**config.mk**
```make
export PLATFORM = sky130hd
export DESIGN_NAME = cafim_id_match
export DESIGN_NICKNAME = d
export VERILOG_FILES = /design/src/cafim_pkg.sv /design/src/cafim_id_match.sv /design/src/cafim_filter_cmp.sv
export VERILOG_INCLUDE_DIRS = /design/src
export SDC_FILE = /design/constraint.sdc
export NUM_CORES = 1
export LEC_CHECK = 0
export BUFFER_PORTS_ARGS = -buffer_cell sky130_fd_sc_hd__clkbuf_2
export CAP_MARGIN = 30
export CORE_ASPECT_RATIO = 0.7
export CORE_UTILIZATION = 62
export DETAILED_ROUTE_END_ITERATION = 12
export PLACE_DENSITY = 0.82
export SKIP_LAST_GASP = 1
export SYNTH_ARGS = -nofsm -noshare
export SYNTH_HDL_FRONTEND = slang
export SYNTH_SLANG_ARGS = --single-unit
```
**constraint.sdc**
```tcl
create_clock -name clk -period 5.8 [get_ports clk]
set_input_delay 0 -clock clk [delete_from_list [all_inputs] [get_ports clk]]
set_output_delay 0 -clock clk [all_outputs]
set_load 0.01 [all_outputs]
```
**src/cafim_cfg.svh**
```systemverilog
// Constants for the acceptance filter identifier match block.
`ifndef CAFIM_CFG_SVH
`define CAFIM_CFG_SVH
`define CAFIM_NUM_FILTERS       16
`define CAFIM_FILTER_BASE       12'h000
`define CAFIM_MASK_TYPE_EN_ADDR 12'h040
`define CAFIM_ID_ADDR           12'h044
`define CAFIM_CTRL_ADDR         12'h048
`define CAFIM_STATUS_ADDR       12'h04c
`define CAFIM_STD_MSB           15
`define CAFIM_STD_LSB           5
`define CAFIM_TYPE_BIT          3
`define CAFIM_EXT_MSB           1
`define CAFIM_EXT_LSB           0
`define CAFIM_WRITE_MASK        16'hffeb
`define CAFIM_RESP_OKAY         2'b00
`define CAFIM_RESP_SLVERR       2'b10
`endif

```
**src/cafim_pkg.sv**
```systemverilog
// Types for the acceptance filter identifier match block.
package cafim_pkg;
    typedef enum logic [1:0] {
        CAFIM_W_IDLE = 2'b00,
        CAFIM_W_RESP = 2'b01
    } cafim_wstate_t;
    typedef enum logic [1:0] {
        CAFIM_R_IDLE = 2'b00,
        CAFIM_R_DATA = 2'b01
    } cafim_rstate_t;
endpackage : cafim_pkg

```
**src/cafim_id_match.sv**
```systemverilog
// Acceptance filter identifier match with an AXI4-Lite register slave.
//
// Operation
// (RL1) Bits 15:5 hold standard identifier; every bit must equal received.
// (RL2) Bits 4 and 2 read zero; writes to them ignored.
// (RL3) Type enable set and selector one: accept only extended identifiers.
// (RL4) Type enable set and selector zero: accept only standard ids.
// (RL5) Type enable clear: selector ignored, type no criterion.
// (RL6) Bits 1:0 hold extended bits 17:16; each must match.
// (RL7) Hit only when all enabled comparisons succeed together.
`timescale 1ns/100ps
`include "cafim_cfg.svh"
module cafim_id_match (
    // Clock and reset.
    input  wire logic        clk,
    input  wire logic        rst,
    // AXI4-Lite write address.
    input  wire logic [11:0] s_axi_awaddr,
    input  wire logic        s_axi_awvalid,
    output logic             s_axi_awready,
    // AXI4-Lite write data.
    input  wire logic [31:0] s_axi_wdata,
    input  wire logic [3:0]  s_axi_wstrb,
    input  wire logic        s_axi_wvalid,
    output logic             s_axi_wready,
    // AXI4-Lite write response.
    output logic [1:0]       s_axi_bresp,
    output logic             s_axi_bvalid,
    input  wire logic        s_axi_bready,
    // AXI4-Lite read address.
    input  wire logic [11:0] s_axi_araddr,
    input  wire logic        s_axi_arvalid,
    output logic             s_axi_arready,
    // AXI4-Lite read data.
    output logic [31:0]      s_axi_rdata,
    output logic [1:0]       s_axi_rresp,
    output logic             s_axi_rvalid,
    input  wire logic        s_axi_rready,
    // Received identifier from the receiver.
    input  wire logic [10:0] rx_std_id,
    input  wire logic [17:0] rx_ext_id,
    input  wire logic        rx_is_ext,
    input  wire logic        rx_id_valid,
    // Match result.
    output logic             filter_hit,
    output logic [3:0]       filter_hit_index,
    output logic             filter_result_valid
);
    localparam int NF = `CAFIM_NUM_FILTERS;

    // Filter storage has no defined reset value.
    logic [15:0] filt_q [NF];
    logic [15:0] filt_d [NF];
    logic [NF-1:0] type_en_q;
    logic [NF-1:0] type_en_d;
    logic [NF-1:0] slot_en_q;
    logic [NF-1:0] slot_en_d;
    logic [NF-1:0] hits;

    cafim_pkg::cafim_wstate_t wst_q;
    cafim_pkg::cafim_wstate_t wst_d;
    cafim_pkg::cafim_rstate_t rst_st_q;
    cafim_pkg::cafim_rstate_t rst_st_d;
    logic        aw_have_q;
    logic        aw_have_d;
    logic        w_have_q;
    logic        w_have_d;
    logic [11:0] awaddr_q;
    logic [11:0] awaddr_d;
    logic [31:0] wdata_q;
    logic [31:0] wdata_d;
    logic [3:0]  wstrb_q;
    logic [3:0]  wstrb_d;
    logic [1:0]  bresp_q;
    logic [1:0]  bresp_d;
    logic [31:0] rdata_q;
    logic [31:0] rdata_d;
    logic [1:0]  rresp_q;
    logic [1:0]  rresp_d;
    logic        hit_q;
    logic        hit_d;
    logic [3:0]  idx_q;
    logic [3:0]  idx_d;
    logic        res_v_q;
    logic        res_v_d;
    // Handshake outputs are registered from the next state, so they open
    // one cycle after reset is released.
    logic        awready_q;
    logic        wready_q;
    logic        arready_q;
    logic        bvalid_q;
    logic        rvalid_q;

    genvar g;
    generate
        for (g = 0; g < NF; g++) begin : g_cmp
            cafim_filter_cmp u_cmp (
                .filt_word            (filt_q[g]),
                .id_type_match_enable (type_en_q[g]),
                .rx_std_id            (rx_std_id),
                .rx_ext_id            (rx_ext_id),
                .rx_is_ext            (rx_is_ext),
                .hit                  (hits[g])
            );
        end
    endgenerate

    // Write channel and register update.
    always_comb begin
        logic [11:0] a;
        logic [15:0] wmask;
        a         = awaddr_q;
        wmask     = 16'h0000;
        wst_d     = wst_q;
        aw_have_d = aw_have_q;
        w_have_d  = w_have_q;
        awaddr_d  = awaddr_q;
        wdata_d   = wdata_q;
        wstrb_d   = wstrb_q;
        bresp_d   = bresp_q;
        type_en_d = type_en_q;
        slot_en_d = slot_en_q;
        for (int i = 0; i < NF; i++) begin
            filt_d[i] = filt_q[i];
        end
        case (wst_q)
            cafim_pkg::CAFIM_W_IDLE: begin
                if (s_axi_awvalid && awready_q) begin
                    aw_have_d = 1'b1;
                    awaddr_d  = s_axi_awaddr;
                end
                if (s_axi_wvalid && wready_q) begin
                    w_have_d = 1'b1;
                    wdata_d  = s_axi_wdata;
                    wstrb_d  = s_axi_wstrb;
                end
                if (aw_have_q && w_have_q) begin
                    aw_have_d = 1'b0;
                    w_have_d  = 1'b0;
                    wst_d     = cafim_pkg::CAFIM_W_RESP;
                    bresp_d   = `CAFIM_RESP_OKAY;
                    wmask     = {{8{wstrb_q[1]}}, {8{wstrb_q[0]}}};
                    // (RL2) unimplemented bits not written
                    wmask     = wmask & `CAFIM_WRITE_MASK;
                    if (a[11:6] == `CAFIM_FILTER_BASE >> 6) begin
                        filt_d[a[5:2]] = (filt_q[a[5:2]] & ~wmask)
                                       | (wdata_q[15:0] & wmask);
                    end else if (a[11:2]
                                 == `CAFIM_MASK_TYPE_EN_ADDR >> 2) begin
                        if (wstrb_q[0]) type_en_d[7:0] = wdata_q[7:0];
                        if (wstrb_q[1]) type_en_d[15:8] = wdata_q[15:8];
                    end else if (a[11:2] == `CAFIM_CTRL_ADDR >> 2) begin
                        if (wstrb_q[0]) slot_en_d[7:0] = wdata_q[7:0];
                        if (wstrb_q[1]) slot_en_d[15:8] = wdata_q[15:8];
                    end else begin
                        bresp_d = `CAFIM_RESP_SLVERR;
                    end
                end
            end
            cafim_pkg::CAFIM_W_RESP: begin
                if (s_axi_bready) begin
                    wst_d = cafim_pkg::CAFIM_W_IDLE;
                end
            end
            default: wst_d = cafim_pkg::CAFIM_W_IDLE;
        endcase
    end

    // Read channel.
    always_comb begin
        rst_st_d = rst_st_q;
        rdata_d  = rdata_q;
        rresp_d  = rresp_q;
        case (rst_st_q)
            cafim_pkg::CAFIM_R_IDLE: begin
                if (s_axi_arvalid && arready_q) begin
                    rst_st_d = cafim_pkg::CAFIM_R_DATA;
                    rresp_d  = `CAFIM_RESP_OKAY;
                    rdata_d  = 32'h0000_0000;
                    if (s_axi_araddr[11:6] == `CAFIM_FILTER_BASE >> 6) begin
                        // (RL2) unimplemented bits read zero
                        rdata_d[15:0] = filt_q[s_axi_araddr[5:2]]
                                      & `CAFIM_WRITE_MASK;
                    end else if (s_axi_araddr[11:2]
                                 == `CAFIM_MASK_TYPE_EN_ADDR >> 2) begin
                        rdata_d[15:0] = type_en_q;
                    end else if (s_axi_araddr[11:2]
                                 == `CAFIM_ID_ADDR >> 2) begin
                        rdata_d = {2'b00, rx_is_ext, rx_std_id, rx_ext_id};
                    end else if (s_axi_araddr[11:2]
                                 == `CAFIM_CTRL_ADDR >> 2) begin
                        rdata_d[15:0] = slot_en_q;
                    end else if (s_axi_araddr[11:2]
                                 == `CAFIM_STATUS_ADDR >> 2) begin
                        rdata_d = {26'h000_0000, res_v_q, hit_q, idx_q};
                    end else begin
                        rresp_d = `CAFIM_RESP_SLVERR;
                    end
                end
            end
            cafim_pkg::CAFIM_R_DATA: begin
                if (s_axi_rready) begin
                    rst_st_d = cafim_pkg::CAFIM_R_IDLE;
                end
            end
            default: rst_st_d = cafim_pkg::CAFIM_R_IDLE;
        endcase
    end

    // Match result: lowest enabled slot that hits wins.
    always_comb begin
        hit_d   = 1'b0;
        idx_d   = 4'h0;
        res_v_d = rx_id_valid;
        for (int i = NF - 1; i >= 0; i--) begin
            // (RL7) hit needs slot enabled and full match
            if (slot_en_q[i] && hits[i]) begin
                hit_d = rx_id_valid;
                idx_d = 4'(i);
            end
        end
    end

    always_ff @(posedge clk) begin
        for (int i = 0; i < NF; i++) begin
            filt_q[i] <= filt_d[i];
        end
        awaddr_q <= awaddr_d;
        wdata_q  <= wdata_d;
        wstrb_q  <= wstrb_d;
        rdata_q  <= rdata_d;
        if (rst) begin
            wst_q     <= cafim_pkg::CAFIM_W_IDLE;
            rst_st_q  <= cafim_pkg::CAFIM_R_IDLE;
            aw_have_q <= 1'b0;
            w_have_q  <= 1'b0;
            bresp_q   <= 2'b00;
            rresp_q   <= 2'b00;
            type_en_q <= 16'h0000;
            slot_en_q <= 16'h0000;
            hit_q     <= 1'b0;
            idx_q     <= 4'h0;
            res_v_q   <= 1'b0;
            awready_q <= 1'b0;
            wready_q  <= 1'b0;
            arready_q <= 1'b0;
            bvalid_q  <= 1'b0;
            rvalid_q  <= 1'b0;
        end else begin
            wst_q     <= wst_d;
            rst_st_q  <= rst_st_d;
            aw_have_q <= aw_have_d;
            w_have_q  <= w_have_d;
            bresp_q   <= bresp_d;
            rresp_q   <= rresp_d;
            type_en_q <= type_en_d;
            slot_en_q <= slot_en_d;
            hit_q     <= hit_d;
            idx_q     <= idx_d;
            res_v_q   <= res_v_d;
            awready_q <= !aw_have_d && (wst_d == cafim_pkg::CAFIM_W_IDLE);
            wready_q  <= !w_have_d && (wst_d == cafim_pkg::CAFIM_W_IDLE);
            arready_q <= (rst_st_d == cafim_pkg::CAFIM_R_IDLE);
            bvalid_q  <= (wst_d == cafim_pkg::CAFIM_W_RESP);
            rvalid_q  <= (rst_st_d == cafim_pkg::CAFIM_R_DATA);
        end
    end

    assign s_axi_awready = awready_q;
    assign s_axi_wready  = wready_q;
    assign s_axi_bvalid  = bvalid_q;
    assign s_axi_bresp   = bresp_q;
    assign s_axi_arready = arready_q;
    assign s_axi_rvalid  = rvalid_q;
    assign s_axi_rdata   = rdata_q;
    assign s_axi_rresp   = rresp_q;
    assign filter_hit          = hit_q;
    assign filter_hit_index    = idx_q;
    assign filter_result_valid = res_v_q;
endmodule : cafim_id_match

```
**src/cafim_filter_cmp.sv**
```systemverilog
// One filter slot compared against a received identifier.
`timescale 1ns/100ps
`include "cafim_cfg.svh"
module cafim_filter_cmp (
    // Stored filter word.
    input  wire logic [15:0] filt_word,
    input  wire logic        id_type_match_enable,
    // Received identifier.
    input  wire logic [10:0] rx_std_id,
    input  wire logic [17:0] rx_ext_id,
    input  wire logic        rx_is_ext,
    // Result.
    output logic             hit
);
    logic std_ok;
    logic ext_ok;
    logic type_ok;
    always_comb begin
        // (RL1) standard bits compare
        std_ok = (filt_word[`CAFIM_STD_MSB:`CAFIM_STD_LSB] == rx_std_id);
        // (RL6) extended upper bits compare
        ext_ok = (filt_word[`CAFIM_EXT_MSB:`CAFIM_EXT_LSB]
                  == rx_ext_id[17:16]);
        // (RL3) (RL4) (RL5) type check gated
        if (id_type_match_enable) begin
            type_ok = (filt_word[`CAFIM_TYPE_BIT] == rx_is_ext);
        end else begin
            type_ok = 1'b1;
        end
        // (RL7) all comparisons at once
        hit = std_ok && ext_ok && type_ok;
    end
endmodule : cafim_filter_cmp

```
After elaboration in Yosys (flattened, before gate mapping)
Memory sizes are Yosys's and may differ from the RTL's. A register that Yosys moved wholly into a read port is not among the register bits. Cells that the tools add are included.

Flip-flop bits (word level): 115. Bits in writable memories: 256. Bits of input ports: 98. Word-level logic and storage cells: 252. Memories: 1.

Memory list: filt_q (depth 16, bits a word 16, rd ports 18, clocked after Yosys merged registers in 1, wr ports 16, line cafim_id_match.sv:52) `logic [15:0] filt_q [NF];`.

Magnitude comparators: 2. Equality and inequality tests: 58. Muxes and demuxes: 79. Bitwise gates (word level): 7. Reductions and logical operators: 77.

Operators with widths (count): 2-to-1 mux 256 bit (3); bitwise mux 256 bit (1); equality test 11 bit (16); demux 16 bit (select 4 bit) (1); 2-to-1 mux 16 bit (4); equality test 10 x 5 -> 1 bit (second input constant) (6); logical AND 1 bit (55); 2-to-1 mux 1 bit (39); 2-to-1 mux 4 bit (9); AND 16 bit (2); equality test 2 bit (16); 2-to-1 mux 30 bit (1); 2-to-1 mux 2 bit (14); equality test 1 bit (16); inverter 16 bit (1); bitwise OR 16 bit (1); logical NOT 6 bit (2); 2-to-1 mux 3 bit (4); AND reduction 6 bit (2); AND reduction 5 bit (2); OR reduction 9 bit (1); equality test 2 x 1 -> 1 bit (second input constant) (4); logical NOT 2 bit (4); one-hot mux 2 bit (2 select lines) (2); 11 further kinds (17).

Depth between registers and ports, before layout
An unclocked memory read counts as a cell.

Depth after elaboration: 21. Mapped depth: 9.

By module
From an unflattened synthesis, not the netlist that was laid out.

Cell total of the unflattened synthesis: 1293. Area, all modules: 19044.5 um2.

By module, submodules not included: cafim_id_match (times used 1, cells each 989, area an instance 16462.0 um2, sequential area each 10530.1 um2); cafim_filter_cmp (times used 16, cells each 19, area an instance 161.4 um2, sequential area each 0.0 um2).

Least setup slack after synthesis
OpenSTA, ideal clock, no wires.

Path kind: register -> register. Start: register arready_q (netlist: s_axi_arready). End: register arready_q (netlist: s_axi_arready). Library setup time: 0.127 ns. Arrival time: 3.035 ns. Data required time: 5.673 ns. Path slack: 2.638 ns. Cell stages (with the launch flop): 5. Period minus slack after synthesis: 3.162 ns. Cells stage by stage: dfxtp_1 -> nand2_1 -> nor3_1 -> a21oi_1 -> nor2b_1.

Cells in the longest elaborated chain, start to end: 4.

RTL lines: start, declared (line cafim_id_match.sv:90) `logic arready_q;`; start signal, assigned (line cafim_id_match.sv:263) `arready_q <= (rst_st_d == cafim_pkg::CAFIM_R_IDLE);`; logical AND 1 bit (line cafim_id_match.sv:176) `if (s_axi_arvalid && arready_q) begin`; 2-to-1 mux 2 bit (line cafim_id_match.sv:176); one-hot mux 2 bit (2 select lines) (line cafim_id_match.sv:174) `case (rst_st_q)`; logical NOT 2 bit (line cafim_id_match.sv:263).

No other way between the ends. A chain may end at the register's enable or synchronous reset.

==> reports/summary.log <==
INFO  logic_synthesis syn_area=0.0174mm2
INFO  sta            slew-limit-headroom=26.4%
INFO  global_routing globalRouteTotalUtil=37.6%
INFO  logic_synthesis ys_dominant_reg_cell=sky130_fd_sc_hd__edfxtp_1
INFO  sta            clock_skew=23.8ps
INFO  power_and_ir_drop pwr_density_cell=268mW/mm2
INFO  sta            setup-violations-final=0
INFO  floorplanning  die_width=203um
INFO  global_routing grt_overflow_total=0
INFO  cts            cts_tree=built
INFO  cts            cts_root_buf=sky130_fd_sc_hd__clkbuf_16
INFO  global_routing grt_start_max_net_pins=48
INFO  critical_path  cp-end-kind=flip-flop
INFO  layout         num_antenna_cells=0
INFO  floorplanning  core=0.0272mm2
INFO  worst_hold_path worstHoldPathType=input pin to flip-flop
INFO  floorplanning  row_count=50
INFO  cts            clk_latency=540ps
INFO  cts            cts_made_buffers=34
INFO  global_routing vias_in_the_first_global_route=11400
INFO  global_routing initial_antenna_violation_count=2
INFO  place          post_place_setup_slack=2480ps
INFO  sta            highest_achievable_clock_rate=0.313GHz
INFO  power_and_ir_drop static-leakage-power=6.82nW
INFO  critical_path  arrival=3400ps
INFO  routing        route.detailed.drc=0
INFO  routing        first_pass_iters=5
INFO  cts            tritoncts_num_sinks=337
INFO  routing        drtAntennaViolNets=0
INFO  floorplanning  floorplan.initialDensity=64.1%
INFO  layout         layout-drive-gt1-share=27.0%
INFO  logic_synthesis ys_seq_elements=337
INFO  routing        detail_route.vias_per_cell=6.91
INFO  logic_synthesis synth_edf_count=282
INFO  layout         mostFrequentLayoutCells=sky130_fd_sc_hd__edfxtp_1, sky130_fd_sc_hd__mux4_2, sky130_fd_sc_hd__xor2_1
INFO  routing        vias=11800
INFO  place          place_congestion=1.02
INFO  sta            layout_worst_path_cycle_share=55.0%
INFO  critical_path  cp_data_required_time=6010ps
INFO  critical_path  worst-setup-path-type=flip-flop to flip-flop
INFO  floorplanning  io-pin-count=145
INFO  critical_path  cp_max_fanout=33
INFO  sta            whs=6.68ps
INFO  layout         layout_nets=1417
INFO  logic_synthesis seq_area_frac_synth=54.8%
INFO  sta            rsz0062_at_grt=no
INFO  logic_synthesis synth_cell_types=46
INFO  sta            min_period=3190ps
INFO  sta            fin_setup_tns=0ps
INFO  logic_synthesis avgSynthCellArea=14.9um2
INFO  sta            setup_ws=2610ps
INFO  place          place_hpwl=37.4mm
INFO  logic_synthesis synth.area.mux_share=21.5%
INFO  floorplanning  die_h=142um
INFO  logic_synthesis yosys.area_share.adder=0%
INFO  global_routing grt_pass1_wl=76.1mm
INFO  logic_synthesis ys_warn_count=0
INFO  cts            clk_pin_slew_worst_paths=70ps
INFO  cts            htree_levels=2
INFO  critical_path  crit_path_start_kind=flip-flop
INFO  sta            worst_slew_pin_slew=1090ps
INFO  cts            clock_path_buffers=3
INFO  floorplanning  design.die.area=0.0288mm2
INFO  sta            total_count_of_hold_check_failures_in_the_final_report=0
INFO  sta            final_max_slew_viol_count=0
INFO  job            max-cap-violations=0
INFO  logic_synthesis post_synth_simple_gate_area=6.90%
INFO  logic_synthesis postSynthCellCount=1170
INFO  logic_synthesis synth_top_family_by_area=multiplexers
INFO  routing        totalWireLength=52.7mm
INFO  power_and_ir_drop worst_ir_drop_vdd=0.298mV
INFO  status         result_of_the_run=finished clean
INFO  layout         syn_to_final_growth=13.8%
INFO  layout         layout.cells.most_common=sky130_fd_sc_hd__edfxtp_1
INFO  routing        drt-wirelength-per-cell=30.9um
INFO  logic_synthesis synth_xor_xnor_area_share=11.2%
INFO  logic_synthesis synth_compound_area_share=2.45%
INFO  logic_synthesis fraction_of_registers_with_async_set_reset=0%
INFO  place          numPortBuffers=118
INFO  routing        initialDrtViolationCount=1671
per-layer routing:
layer  up-vias  share of wire [%]  track usage (%)
met5         -                  0                0
met3       106                 16             13.3
met4         0                3.2             10.9
met1      5923                 37             53.6
li1       4780                  -                -
met2       983                 44             54.7
logic make-up (layout without fill, tap and decap cells):
logic type | count (synthesis) | count (layout)
buf+inv | 114 | 282
compound gates | 72 | 72
other cells | 1 | 6
mux | 190 | 190
simple gates | 232 | 232
xor+xnor | 224 | 224
flops | 337 | 337
final cells by class:
class	instances	area, um2
clock inverters	14	103
inverters	32	120
repair buffers	190	1280
flip-flops and latches	337	9570
multi-input cells	724	7370
well taps	364	455
clock buffers	46	958
fillers	1667	7360
cells in the mapped netlist (18+ instances only):
cell,count,area (um2)
sky130_fd_sc_hd__a21oi_1,34,170
sky130_fd_sc_hd__nor2_1,59,221
sky130_fd_sc_hd__dfxtp_1,55,1100
sky130_fd_sc_hd__xor2_1,141,1230
sky130_fd_sc_hd__nand4_1,28,175
sky130_fd_sc_hd__mux2_2,18,203
sky130_fd_sc_hd__edfxtp_1,282,8470
sky130_fd_sc_hd__mux2i_1,26,260
sky130_fd_sc_hd__buf_2,40,200
sky130_fd_sc_hd__inv_1,32,120
sky130_fd_sc_hd__xnor2_1,83,727
sky130_fd_sc_hd__nor4_1,37,231
sky130_fd_sc_hd__nand2_1,46,173
sky130_fd_sc_hd__clkbuf_1,30,113
sky130_fd_sc_hd__mux4_2,146,3290
power by group:
part	internal, mW	leakage [nW]	switching, mW
registers	2.65	2.97	0.0219
logic	0.205	3.33	0.287
clock network	1.21	0.520	0.951
total	4.07	6.82	1.26
metrics by stage:
step	cells	util, %	area, um2	total power, mW
floorplan	1175	-	17500	3.02
global placement	1599	67.2	18300	3.16
detailed placement	1600	67.3	18300	3.17
CTS	1704	72.8	19800	5.29
global route	1707	73.0	19900	5.42
finish	1707	73.0	19900	5.33
worst max-delay path: stages (launching register included):
cell and delay [ps]:
sky130_fd_sc_hd__dfxtp_2 800, sky130_fd_sc_hd__buf_4 590, sky130_fd_sc_hd__mux4_2 490, sky130_fd_sc_hd__mux4_2 480, sky130_fd_sc_hd__mux2_2 440
registers in the layout (all words and copies together), names as in the netlist, 2 cells and up, named ones only:
signal / cells
filt_q: 224
s_axi_rdata: 30
slot_en_q: 16
type_en_q: 16
wdata_q: 16
awaddr_q: 10
filter_hit_index: 4
rst_st_q: 2
wst_q: 2
wstrb_q: 2
timing repair:
| action | 4_1_cts | 5_1_grt |
|---|---|---|
| setup buffers | 0 | 0 |
| resized for setup | 0 | 0 |
| hold endpoints to repair | 52 | 1 |
| hold buffers | 44 | 1 |
worst paths after layout:
check / startpoint / endpoint / slack (ps) / cells past startpoint
setup / recovery: flip-flop / filt_q[0][12]$_DFFE_PP_ / 2610 / 4
hold / removal: rx_ext_id[4] / s_axi_rdata[4]$_SDFFCE_PP0P_ / 7 / 3
setup reg to reg: flip-flop / filt_q[0][12]$_DFFE_PP_ / 2610 / 4
hold reg to reg: slot_en_q[10]$_SDFFE_PP0P_ / slot_en_q[10]$_SDFFE_PP0P_ / 470 / 2
Note: power is estimated with default switching activity, not from simulation.
